===== src/hw/edb_defines.vh =====
// constants for the ecc dram board datapath
`ifndef EDB_DEFINES_VH
`define EDB_DEFINES_VH
`define EDB_CLK_MHZ        20
`define EDB_T_ROW_SET_NS   50
`define EDB_T_ROW_HOLD_NS  50
`define EDB_T_COL_SET_NS   50
`define EDB_T_CAS_ACC_NS   150
`define EDB_T_PRECHG_NS    100
`define EDB_ADDR_W         22
`define EDB_DATA_W         16
`define EDB_CHK_W          6
`define EDB_WORD_W         22
`define EDB_RA_W           9
`define EDB_BYTE_BIT       0
`define EDB_WORD_BIT       1
`define EDB_ROW_LSB        2
`define EDB_COL_LSB        11
`define EDB_BANK_BIT       20
`define EDB_SPAN_BIT       21
`endif


===== src/hw/edb_datapath.v =====
// ecc dram board datapath: address decode, ras/cas sequencing, ecc read/write
`timescale 1ns/1ps
`include "edb_defines.vh"
//
// Overview of operation
// RQ1: compare 22-bit address against board start address
// RQ2: pmi hit answers with selected signal
// RQ3: qbus hit runs cycle without select response
// RQ4: nine row bits, nine column bits
// RQ5: ras after stable row, then column address
// RQ6: cas only after column address stable
// RQ7: word is 16 data plus 6 check
// RQ8: four blocks, word and bank select
// RQ9: processor selects target block on writes
// RQ10: reads fetch even and odd words together
// RQ11: latch both words after cas access
// RQ12: qbus read returns word_select_bit word
// RQ13: qbus correction adds no access time
// RQ14: pmi returns selected word first, other second
// RQ15: pmi first-word error stalls; second does not
// RQ16: word write generates checks, one block strobed
// RQ17: word_select_bit picks block 0 or 1, or block 2 or 3 when bank_select_bit is set
// RQ18: byte write reads and corrects word first
// RQ19: merge byte, new checks, write back
// RQ20: byte_select_bit steers which byte merges
// RQ21: double error writes back unchanged word
// RQ22: delays counted in whole clock cycles
//
module edb_datapath #(
    parameter ROW_SET_CYC  = (`EDB_T_ROW_SET_NS  * `EDB_CLK_MHZ + 999) / 1000,
    parameter ROW_HOLD_CYC = (`EDB_T_ROW_HOLD_NS * `EDB_CLK_MHZ + 999) / 1000,
    parameter COL_SET_CYC  = (`EDB_T_COL_SET_NS  * `EDB_CLK_MHZ + 999) / 1000,
    parameter CAS_ACC_CYC  = (`EDB_T_CAS_ACC_NS  * `EDB_CLK_MHZ + 999) / 1000,
    parameter PRECHG_CYC   = (`EDB_T_PRECHG_NS   * `EDB_CLK_MHZ + 999) / 1000
) (
    input  wire                    clk_sys,        // board clock
    input  wire                    rst_n,          // sync reset, active low
    input  wire                    req_start,      // one-cycle request pulse
    input  wire                    req_write,      // 1 write, 0 read
    input  wire                    req_byte,       // byte write when writing
    input  wire                    req_pmi,        // 1 pmi protocol, 0 qbus
    input  wire [`EDB_ADDR_W-1:0]  req_addr,       // bus byte address
    input  wire [`EDB_DATA_W-1:0]  req_wdata,      // bus write data
    input  wire [`EDB_ADDR_W-1:0]  start_addr,     // board start address
    input  wire [`EDB_WORD_W-1:0]  ram_rdata_even, // block 0 / 2 data
    input  wire [`EDB_WORD_W-1:0]  ram_rdata_odd,  // block 1 / 3 data
    output reg  [`EDB_RA_W-1:0]    ram_addr_q,     // multiplexed ram address
    output reg  [1:0]              ras_n_q,        // row strobe per block pair
    output reg                     cas_n_q,        // column strobe
    output reg  [3:0]              we_n_q,         // write strobe per block
    output reg  [`EDB_WORD_W-1:0]  ram_wdata_q,    // data plus check bits
    output reg                     selected_q,     // pmi selected answer
    output reg                     busy_q,         // cycle in progress
    output reg  [`EDB_DATA_W-1:0]  rd_data_q,      // corrected read word
    output reg                     rd_valid_q,     // read word strobe
    output reg                     rd_err_q,       // uncorrectable with word
    output reg                     done_q          // cycle finished pulse
);

    ////////////////////////////////////////////////////////////////////////
    // states and widths
    localparam S_IDLE  = 4'd0;
    localparam S_ROW   = 4'd1;
    localparam S_RAS   = 4'd2;
    localparam S_COL   = 4'd3;
    localparam S_CAS   = 4'd4;
    localparam S_LATCH = 4'd5;
    localparam S_FIX   = 4'd6;
    localparam S_SEC   = 4'd7;
    localparam S_MERGE = 4'd8;
    localparam S_WCAS  = 4'd9;
    localparam S_PRE   = 4'd10;
    localparam CW      = 8;

    ////////////////////////////////////////////////////////////////////////
    // check-bit code of each data bit (unique, weight two or more)
    function [4:0] edb_code;
        input [3:0] i;
        begin
            case (i)
                4'd0:    edb_code = 5'd3;
                4'd1:    edb_code = 5'd5;
                4'd2:    edb_code = 5'd6;
                4'd3:    edb_code = 5'd7;
                4'd4:    edb_code = 5'd9;
                4'd5:    edb_code = 5'd10;
                4'd6:    edb_code = 5'd11;
                4'd7:    edb_code = 5'd12;
                4'd8:    edb_code = 5'd13;
                4'd9:    edb_code = 5'd14;
                4'd10:   edb_code = 5'd15;
                4'd11:   edb_code = 5'd17;
                4'd12:   edb_code = 5'd18;
                4'd13:   edb_code = 5'd19;
                4'd14:   edb_code = 5'd20;
                default: edb_code = 5'd21;
            endcase
        end
    endfunction

    // six check bits: five hamming plus overall parity
    function [`EDB_CHK_W-1:0] edb_gen;
        input [`EDB_DATA_W-1:0] d;
        integer k;
        reg [4:0] h;
        begin
            h = 5'd0;
            for (k = 0; k < `EDB_DATA_W; k = k + 1) begin
                if (d[k]) begin
                    h = h ^ edb_code(k[3:0]);
                end
            end
            edb_gen = {(^d) ^ (^h), h};
        end
    endfunction

    // correct one stored word: {double, any error, data}
    function [`EDB_DATA_W+1:0] edb_fix;
        input [`EDB_WORD_W-1:0] w;
        integer k;
        reg [4:0]  s;
        reg        p;
        reg [`EDB_DATA_W-1:0] d;
        reg [`EDB_CHK_W-1:0]  g;
        begin
            d = w[`EDB_DATA_W-1:0];
            g = edb_gen(d);
            s = g[4:0] ^ w[`EDB_DATA_W+4:`EDB_DATA_W];
            p = ^w;
            for (k = 0; k < `EDB_DATA_W; k = k + 1) begin
                if (p && (s == edb_code(k[3:0]))) begin
                    d[k] = ~d[k];
                end
            end
            edb_fix = {(~p) & (|s), p | (|s), d};
        end
    endfunction

    ////////////////////////////////////////////////////////////////////////
    // address decode
    wire [`EDB_ADDR_W-1:0] off_w = req_addr - start_addr;
    wire hit_w = (req_addr >= start_addr) && !off_w[`EDB_SPAN_BIT]; // [RQ1]

    // captured request
    reg [`EDB_RA_W-1:0]   row_q;       // row address
    reg [`EDB_RA_W-1:0]   col_q;       // column address
    reg                   bank_q;      // bank_select_bit
    reg                   wsel_q;      // word_select_bit
    reg                   bsel_q;      // byte_select_bit
    reg                   wr_q;        // write cycle
    reg                   byte_q;      // byte write
    reg                   pmi_q;       // pmi protocol
    reg [`EDB_DATA_W-1:0] wdat_q;      // bus write data
    reg [`EDB_WORD_W-1:0] lat_e_q;     // latched even word
    reg [`EDB_WORD_W-1:0] lat_o_q;     // latched odd word
    reg [3:0]             st_q;        // sequencer state
    reg [CW-1:0]          cnt_q;       // delay counter

    // correction of both latched words, combinational
    wire [`EDB_DATA_W+1:0] fix_e_w = edb_fix(lat_e_q);
    wire [`EDB_DATA_W+1:0] fix_o_w = edb_fix(lat_o_q);
    wire [`EDB_DATA_W+1:0] fst_w   = wsel_q ? fix_o_w : fix_e_w; // [RQ12]
    wire [`EDB_DATA_W+1:0] sec_w   = wsel_q ? fix_e_w : fix_o_w; // [RQ14]
    wire [`EDB_WORD_W-1:0] raw_w   = wsel_q ? lat_o_q : lat_e_q;

    // byte merge of corrected word with bus byte
    wire [`EDB_DATA_W-1:0] mem_w = fst_w[`EDB_DATA_W-1:0];
    wire [`EDB_DATA_W-1:0] mrg_w = bsel_q ?
        {wdat_q[15:8], mem_w[7:0]} : {mem_w[15:8], wdat_q[7:0]}; // [RQ20]

    // one-hot write strobe of the addressed block, active low
    wire [3:0] blk_n_w = ~(4'h1 << {bank_q, wsel_q}); // [RQ8] [RQ17]

    ////////////////////////////////////////////////////////////////////////
    // sequencer
    always @(posedge clk_sys) begin
        if (!rst_n) begin
            st_q        <= S_IDLE;
            cnt_q       <= {CW{1'b0}};
            ram_addr_q  <= {`EDB_RA_W{1'b0}};
            ras_n_q     <= 2'b11;
            cas_n_q     <= 1'b1;
            we_n_q      <= 4'hf;
            ram_wdata_q <= {`EDB_WORD_W{1'b0}};
            selected_q  <= 1'b0;
            busy_q      <= 1'b0;
            rd_data_q   <= {`EDB_DATA_W{1'b0}};
            rd_valid_q  <= 1'b0;
            rd_err_q    <= 1'b0;
            done_q      <= 1'b0;
            row_q       <= {`EDB_RA_W{1'b0}};
            col_q       <= {`EDB_RA_W{1'b0}};
            bank_q      <= 1'b0;
            wsel_q      <= 1'b0;
            bsel_q      <= 1'b0;
            wr_q        <= 1'b0;
            byte_q      <= 1'b0;
            pmi_q       <= 1'b0;
            wdat_q      <= {`EDB_DATA_W{1'b0}};
            lat_e_q     <= {`EDB_WORD_W{1'b0}};
            lat_o_q     <= {`EDB_WORD_W{1'b0}};
        end else begin
            // pulses default low
            rd_valid_q <= 1'b0;
            done_q     <= 1'b0;
            case (st_q)
                // wait for an address on this board
                S_IDLE: begin
                    if (req_start && hit_w) begin
                        row_q      <= off_w[`EDB_ROW_LSB+8:`EDB_ROW_LSB]; // [RQ4]
                        col_q      <= off_w[`EDB_COL_LSB+8:`EDB_COL_LSB]; // [RQ4]
                        bank_q     <= off_w[`EDB_BANK_BIT];               // [RQ8]
                        wsel_q     <= req_addr[`EDB_WORD_BIT];
                        bsel_q     <= req_addr[`EDB_BYTE_BIT];
                        wr_q       <= req_write;
                        byte_q     <= req_write & req_byte;
                        pmi_q      <= req_pmi;
                        wdat_q     <= req_wdata;
                        ram_addr_q <= off_w[`EDB_ROW_LSB+8:`EDB_ROW_LSB];
                        selected_q <= req_pmi; // [RQ2] [RQ3]
                        busy_q     <= 1'b1;
                        cnt_q      <= ROW_SET_CYC[CW-1:0];
                        st_q       <= S_ROW;
                    end
                end
                // row address settling on the ram pins
                S_ROW: begin
                    if (cnt_q <= 8'd1) begin
                        ras_n_q <= bank_q ? 2'b01 : 2'b10; // [RQ5] [RQ22]
                        cnt_q   <= ROW_HOLD_CYC[CW-1:0];
                        st_q    <= S_RAS;
                    end else begin
                        cnt_q <= cnt_q - 8'd1;
                    end
                end
                // row hold, then switch to column address
                S_RAS: begin
                    if (cnt_q <= 8'd1) begin
                        ram_addr_q <= col_q; // [RQ5]
                        if (wr_q && !byte_q) begin
                            ram_wdata_q <= {edb_gen(wdat_q), wdat_q}; // [RQ7] [RQ16]
                        end
                        cnt_q <= COL_SET_CYC[CW-1:0];
                        st_q  <= S_COL;
                    end else begin
                        cnt_q <= cnt_q - 8'd1;
                    end
                end
                // column address settling
                S_COL: begin
                    if (cnt_q <= 8'd1) begin
                        cas_n_q <= 1'b0; // [RQ6] [RQ22]
                        if (wr_q && !byte_q) begin
                            we_n_q <= blk_n_w; // [RQ16] [RQ17]
                        end
                        cnt_q <= CAS_ACC_CYC[CW-1:0];
                        st_q  <= (wr_q && !byte_q) ? S_WCAS : S_CAS;
                    end else begin
                        cnt_q <= cnt_q - 8'd1;
                    end
                end
                // read access time, both blocks driving
                S_CAS: begin
                    if (cnt_q <= 8'd1) begin
                        lat_e_q <= ram_rdata_even; // [RQ10] [RQ11]
                        lat_o_q <= ram_rdata_odd;  // [RQ10] [RQ11]
                        cas_n_q <= 1'b1;
                        st_q    <= S_LATCH;
                    end else begin
                        cnt_q <= cnt_q - 8'd1;
                    end
                end
                // deliver first word or start byte merge
                S_LATCH: begin
                    if (byte_q) begin
                        st_q <= S_MERGE; // [RQ18]
                    end else if (pmi_q && fst_w[`EDB_DATA_W]) begin
                        st_q <= S_FIX; // [RQ15]
                    end else begin
                        rd_data_q  <= fst_w[`EDB_DATA_W-1:0]; // [RQ13]
                        rd_err_q   <= fst_w[`EDB_DATA_W+1];
                        rd_valid_q <= 1'b1;
                        st_q       <= pmi_q ? S_SEC : S_PRE;
                        cnt_q      <= PRECHG_CYC[CW-1:0];
                    end
                end
                // one stall cycle for first-word correction
                S_FIX: begin
                    rd_data_q  <= fst_w[`EDB_DATA_W-1:0]; // [RQ15]
                    rd_err_q   <= fst_w[`EDB_DATA_W+1];
                    rd_valid_q <= 1'b1;
                    st_q       <= S_SEC;
                end
                // second pmi word, corrected without stall
                S_SEC: begin
                    rd_data_q  <= sec_w[`EDB_DATA_W-1:0]; // [RQ14] [RQ15]
                    rd_err_q   <= sec_w[`EDB_DATA_W+1];
                    rd_valid_q <= 1'b1;
                    cnt_q      <= PRECHG_CYC[CW-1:0];
                    st_q       <= S_PRE;
                end
                // merge byte, new checks, write back in page
                S_MERGE: begin
                    if (fst_w[`EDB_DATA_W+1]) begin
                        ram_wdata_q <= raw_w; // [RQ21]
                    end else begin
                        ram_wdata_q <= {edb_gen(mrg_w), mrg_w}; // [RQ18] [RQ19]
                    end
                    rd_err_q <= fst_w[`EDB_DATA_W+1];
                    cas_n_q  <= 1'b0;
                    we_n_q   <= blk_n_w; // [RQ19]
                    cnt_q    <= CAS_ACC_CYC[CW-1:0];
                    st_q     <= S_WCAS;
                end
                // write pulse under cas
                S_WCAS: begin
                    if (cnt_q <= 8'd1) begin
                        cas_n_q <= 1'b1;
                        we_n_q  <= 4'hf;
                        cnt_q   <= PRECHG_CYC[CW-1:0];
                        st_q    <= S_PRE;
                    end else begin
                        cnt_q <= cnt_q - 8'd1;
                    end
                end
                // release strobes, precharge
                S_PRE: begin
                    ras_n_q <= 2'b11;
                    cas_n_q <= 1'b1;
                    if (cnt_q <= 8'd1) begin
                        selected_q <= 1'b0;
                        busy_q     <= 1'b0;
                        done_q     <= 1'b1;
                        st_q       <= S_IDLE;
                    end else begin
                        cnt_q <= cnt_q - 8'd1;
                    end
                end
                default: begin
                    st_q <= S_IDLE;
                end
            endcase
        end
    end

endmodule


===== config.mk =====
export PLATFORM = sky130hd
export DESIGN_NAME = edb_datapath
export DESIGN_NICKNAME = d
export VERILOG_FILES = /design/src/hw/edb_datapath.v
export VERILOG_INCLUDE_DIRS = /design/src /design/src/hw
export SDC_FILE = /design/constraint.sdc
export NUM_CORES = 1
export LEC_CHECK = 0
export BUFFER_PORTS_ARGS = -buffer_cell sky130_fd_sc_hd__buf_2
export CORE_UTILIZATION = 52
export DETAILED_ROUTE_END_ITERATION = 6
export GPL_TIMING_DRIVEN = 0
export HOLD_SLACK_MARGIN = 0.15
export PLACE_DENSITY = 0.86
export SLEW_MARGIN = 20
export SYNTH_ARGS = -nofsm -noshare
export SYNTH_HDL_FRONTEND = slang
export SYNTH_SLANG_ARGS = --single-unit

===== constraint.sdc =====
create_clock -name clk_sys -period 3.7 [get_ports clk_sys]
set_input_delay 0.37 -clock clk_sys [delete_from_list [all_inputs] [get_ports clk_sys]]
set_output_delay 0.37 -clock clk_sys [all_outputs]
set_load 0.02 [all_outputs]

Word level (Yosys, flattened, before mapping)
Index checks and enable logic that the tools add are counted.

Add/subtract/negate cells: 2. Magnitude comparators: 2. Eq/ne operators: 55. Shifts and indexed selects: 1. Multiplexer cells: 428. Bitwise logic cells: 104. Reduce and logical (&&, ||, !) cells: 74.

Operator list (count): 2-to-1 mux 5 bit (337); bitwise XOR 5 bit (62); 2-to-1 mux 22 bit (4); equality test 5 x 4 -> 1 bit, second input constant (14); one-hot mux 8 bit (8 select lines) (1); 2-to-1 mux 4 bit (14); 2-to-1 mux 8 bit (7); equality test 5 bit, second input constant (10); 2-to-1 mux 16 bit (3); one-hot mux 16 bit (3 select lines) (1); one-hot mux 22 bit (2 select lines) (1); one-hot mux 4 bit (11 select lines) (1); XOR reduction 22 bit (2); 2-to-1 mux 1 bit (41); logical AND 1 bit (36); 2-to-1 mux 18 bit (2); NOT 1 bit (34); XOR reduction 16 bit (2); equality test 5 x 3 -> 1 bit, second input constant (6); != test 2 bit, second input constant (12); greater-or-equal comparator 22 bit (1); subtractor 22 bit (1); 2-to-1 mux 9 bit (2); one-hot mux 9 bit (2 select lines) (1); 33 further kinds (71).

Register bits: 146. Bits of input ports: 110. Output and inout bits: 59. Logic and storage cells: 689.

Depth between registers and ports, before layout
Word-level depth: 120. Mapped depth: 19. Gate-level depth less buffers: 17.

Least setup slack after synthesis
No wires, ideal clock.

Path type: in2reg. Start: input start_addr[1]. End: register col_q[7]. Library setup time: 70 ps. Arrival time: 3938 ps. Data required time: 3630 ps. Setup slack: -309 ps. Stages on the path: 18. Path buffers: 1. Path through: inv_1 -> ha_1 -> nor2b_1 -> o21a_1 -> o21a_1 -> o21a_1 -> o21a_1 -> o211ai_1 -> a21oi_1 -> o21ai_0 -> a21boi_0 -> o21a_1 -> o21ai_0 -> o21bai_1 -> nor3_1 -> clkbuf_1 -> nand2_1 -> a21oi_1.

Word-level cells in the longest chain between the ends: 5. Elaborated cells on any way between the ends: 6. Classes of those cells: 1 x add/sub; 1 x order compare; 4 x reduce/logical.

RTL lines: start: declaration (line edb_datapath.v:44) `` input wire [`EDB_ADDR_W-1:0] start_addr, ``; subtractor 22 bit (line edb_datapath.v:141) `` wire [`EDB_ADDR_W-1:0] off_w = req_addr - start_addr; ``; zero test 1 bit (line edb_datapath.v:142) `` wire hit_w = (req_addr >= start_addr) && !off_w[`EDB_SPAN_BIT]; ``; logical AND 1 bit (line edb_datapath.v:142); logical AND 1 bit (line edb_datapath.v:209) `if (req_start && hit_w) begin`; AND reduction 2 bit (no source line); end signal: assignment (line edb_datapath.v:192) `` col_q <= {`EDB_RA_W{1'b0}}; ``; end signal: assignment (line edb_datapath.v:211) `` col_q <= off_w[`EDB_COL_LSB+8:`EDB_COL_LSB]; ``; end: declaration (line edb_datapath.v:146) `` reg [`EDB_RA_W-1:0] col_q; ``.

Several ways; a longest one is shown, not always the timed one. A chain may end at the register's enable or synchronous reset.

Worst setup path in the final report
Start: register lat_e_q[8]. End: register ram_wdata_q[21].

Word-level cells in the longest chain between the ends: 104. Elaborated cells on any way between the ends: 155. Classes of those cells: 16 x eq/ne; 92 x mux; 27 x bitwise; 20 x reduce/logical.

RTL lines: start: declaration (line edb_datapath.v:154) `` reg [`EDB_WORD_W-1:0] lat_e_q; ``; start signal: assignment (line edb_datapath.v:200) `` lat_e_q <= {`EDB_WORD_W{1'b0}}; ``; start signal: assignment (line edb_datapath.v:265) `lat_e_q <= ram_rdata_even;`; 2-to-1 mux 5 bit (line edb_datapath.v:109) `if (d[k]) begin`; bitwise XOR 5 bit (line edb_datapath.v:110) `h = h ^ edb_code(k[3:0]);`; 2-to-1 mux 5 bit (line edb_datapath.v:109); bitwise XOR 5 bit (line edb_datapath.v:110); 2-to-1 mux 5 bit (line edb_datapath.v:109); bitwise XOR 5 bit (line edb_datapath.v:110); 2-to-1 mux 5 bit (line edb_datapath.v:109); bitwise XOR 5 bit (line edb_datapath.v:110); [... 88 more ...]; 2-to-1 mux 5 bit (line edb_datapath.v:109); 2-to-1 mux 5 bit (line edb_datapath.v:304) `` if (fst_w[`EDB_DATA_W+1]) begin ``; 2-to-1 mux 5 bit (line edb_datapath.v:206) `case (st_q)`; 2-to-1 mux 5 bit (line edb_datapath.v:177) `if (!rst_n) begin`; XOR reduction 5 bit (line edb_datapath.v:113) `edb_gen = {(^d) ^ (^h), h};`; bitwise XOR 1 bit (line edb_datapath.v:113); 2-to-1 mux 22 bit * (line edb_datapath.v:304); one-hot mux 22 bit (2 select lines) * (line edb_datapath.v:206); end signal: assignment (line edb_datapath.v:241) `ram_wdata_q <= {edb_gen(wdat_q), wdat_q};`; end signal: assignment (line edb_datapath.v:305) `ram_wdata_q <= raw_w;`; end signal: assignment (line edb_datapath.v:307) `ram_wdata_q <= {edb_gen(mrg_w), mrg_w};`; end: declaration (line edb_datapath.v:51) `` output reg [`EDB_WORD_W-1:0] ram_wdata_q, ``.

Every way passes the cells marked *; elsewhere a longest branch is shown, timed or not. The select of a mux whose other input is x is not followed.

==> flow_summary.toml <==
[sta]
finalHoldViolCount = 0
slew_violations = 0
max_freq_mhz = 241.5
finalSetupViolations = 6
whs_ps = 157.6
fin_ws_ps = -441.3
worstMarginPinSlew_ps = 939.5
period_share_pct = 111.9
slew_headroom_pct = 37.36
clock_skew_ps = 12.29
grt_setup_unrepaired = "yes"
period_needed_ps = 4141

[run_status]
status = "finished with violations"
violations = "setup timing"

[route]
vias = 10695
viasPerCell = 6.175
drt_iter0_drc = 1112
final_antenna_net_count = 0
first_pass_iters = 7
drt-wirelength-per-cell_um = 20.84
drc = 0
routed_wl_um = 36100

[power_and_ir_drop]
power_w = 0.007216
p_int_w = 0.004192
netSwitchingFraction_pct = 41.91
net-switching-power_w = 0.003024
peakVddDrop_mv = 0.3694
pwr-share-clk_pct = 25.6
p_leak_nw = 5.139
powerDensity_nw_per_um2 = 559.9
combPwrFrac_pct = 48.4
power_frac_seq_pct = 26.0

[place]
dp_slack_ps = -894.0
io_buffer_count = 167
dp_hpwl_um = 26100
gp_congestion = 1.021
place_area_um2 = 11160

[clock_tree]
cts-root-buf = "clkbuf_16"
cts_tree = "built"
postCtsHoldBufs = 0
clk_pin_slew_ps = 60
htreeDepth = 4
clock_path_buffers = 2
cts-buffers-inserted = 17
clk_latency_ps = 440
cts.sinks = 146

[critical_path]
arrival_ps = 4450
endpoint_kind = "flop"
reg2reg_to = "ram_wdata_q[21]"
regToRegSetupSlack_ps = -440
crit_type = "reg -> reg"
crit_fanout = 5
r2r_start = "lat_e_q[8]"
reg2reg_depth = 16
crit_start = "lat_e_q[8]"
cp.required_ps = 4010
cp-start-kind = "flop"

[finish]
area.growth.synth_to_final_pct = 28.60
drive_above_1_share_pct = 28.04
n_antenna_cell = 0
fin_nets = 1619
fillers = 1492
post-route-cell-area_um2 = 12890
utilization_pct = 68.67

[yosys]
yosys-top-cells-area = "dfxtp_1 29%, xnor2_1 9.9%, a21oi_1 7.3%"
avgSynthCellArea_um2 = 7.923
synth_most_common_cell = "nand2_1"
synthTopCellsByCount = "191 x nand2_1, 147 x a21oi_1, 146 x dfxtp_1"
ys_seq_elements = 146
ys.flop_type = "dfxtp_1"
yosysTopAreaCell = "dfxtp_1"
netlist_area_um2 = 10020
async_flop_share_pct = 0
yosys_warnings = 0
synth_top_area_share_pct = 29.16
syn_nets = 1399
synth_edf_count = 0
ys_seq_area_share_pct = 29.16
ys_types = 74
synthCells = 1265

[min_path]
min_to = "lat_e_q[0]"
min_path_type = "in -> reg"
worstHoldPathCells = 3
hold_path_startpoint = "ram_rdata_even[0]"

[grt]
track_usage_pct = 35.88
grt_pass1_wl_um = 54330
overflow = 0
first_global_vias = 9915
grt_max_degree = 17
antenna_found_initial = 0

[floorplanning]
fp-row-count = 50
start_util_pct = 53.40
ios = 169
die_area_um2 = 19830
die_height_um = 140.8
core_um2 = 18770
die_width_um = 140.8

[job]
drv_cap = 0
[timing repair]
item | in CTS | in global routing
resized for setup | 98 | 86
setup buffers | 31 | 20
cloned | 1 | 0
pin swaps | 38 | 47
setup endpoints to repair | 90 | 86
[power groups by stage]
stage / combinational, W / clock, W / sequential [W]
2_1_floorplan: 0.00206 / 0 / 0.00191
3_3_place_gp: 0.00284 / 0 / 0.00188
3_5_place_dp: 0.00287 / 0 / 0.00188
4_1_cts: 0.00312 / 0.00184 / 0.00186
5_1_grt: 0.00371 / 0.00191 / 0.00189
6_report: 0.00349 / 0.00184 / 0.00188
[routing by layer]
layer	global-route usage, %	share of wire [%]	vias to the layer above	routed length [µm]
met5	0	0	-	0
met3	6.386	9.5	150	3418
met1	44.67	39	4979	14050
met2	58.84	46	688	16750
met4	19.97	5.2	0	1885
li1	-	-	4878	-
[cells in the final DEF (no fill, tap or decap), types with 6 or more instances in the layout]
master     netlist  layout
clkbuf_16        0      17
nand2b_1        18      16
a21oi_1        147     138
o21a_1           9       8
inv_1           32      32
or3_1            9       9
o31ai_1         10       9
nor3_1          36      30
nand3_1         19      18
xnor3_1         14       9
o21ai_0         44      36
nor2b_1         27      27
xnor3_2          1       6
dfxtp_1        146     120
xnor2_1        113      83
o221ai_1        26      22
buf_4            1      49
a21oi_2          0       9
a221o_1          9       9
xor2_1          31      27
and3_1           6       6
xnor2_2          3      28
buf_2            4     172
a211oi_2         0      10
dfxtp_2          0      22
a211oi_1        20       7
a21o_1          12      12
and2_1           7       6
nor2_1          79      77
clkbuf_1        77      56
nand4_1          7       7
mux2i_1         45      36
ha_1            24      24
nand2_1        191     191
mux2i_2          2       7
o211a_1          7       7
[area by class of cell]
class | count | area (µm²) | area share (%)
multi-input combinational | 996 | 7337 | 56.93
sequential | 146 | 2965 | 23.01
timing repair buffer | 218 | 1230 | 9.543
clock buffer | 19 | 442.9 | 3.437
buffer | 73 | 325.3 | 2.524
tap | 234 | 292.8 | 2.272
clock inverter | 13 | 171.4 | 1.330
inverter | 33 | 123.9 | 0.9611
[logic make-up after synthesis]
kind of cell / count (synthesis) / share of synthesized area, %
simple gates: 423 / 19.26
compound gates: 332 / 21.27
xor+xnor: 165 / 17.18
flops: 146 / 29.16
buf+inv: 123 / 4.794
mux: 52 / 5.331
fa+ha+maj: 24 / 2.996
[critical path, stage by stage, from the launching register on]
cell	delay [ps]
dfxtp_4	350
xnor3_1	430
xor3_2	310
xnor3_2	430
mux2i_4	250
buf_6	170
a211oi_2	210
xnor2_2	140
mux2i_2	270
mux2i_1	190
xnor2_1	190
xnor2_1	310
xnor2_2	170
xnor2_2	170
xnor2_1	140
o21ai_1	180
a21oi_1	90
[worst max-delay path by stage]
stage / endpoint / slack (ps) / depth (start not counted)
floorplan: ram_wdata_q[21] / -40 / 15
global placement: ram_wdata_q[21] / -840 / 15
detailed placement: ram_wdata_q[21] / -890 / 16
CTS: ram_wdata_q[21] / -270 / 16
global route: ram_wdata_q[21] / -550 / 16
finish: ram_wdata_q[21] / -440 / 16
[metrics by stage]
step,TNS (ps),std cells
finish,-1271,1732
global route,-3515,1732
CTS,-765.0,1715
detailed placement,-48490,1666
global placement,-44410,1666
floorplan,-36.40,1265
[state kept, by name, summed over array words and instances (netlist names), 4 cells and up]
signal,cells
lat_o_q,22
ram_wdata_q,22
lat_e_q,22
ram_addr_q,9
col_q,9
st_q,4
we_n_q,4
wdat_q,16
cnt_q,8
rd_data_q,16
Note: power is estimated with default switching activity, not from simulation.
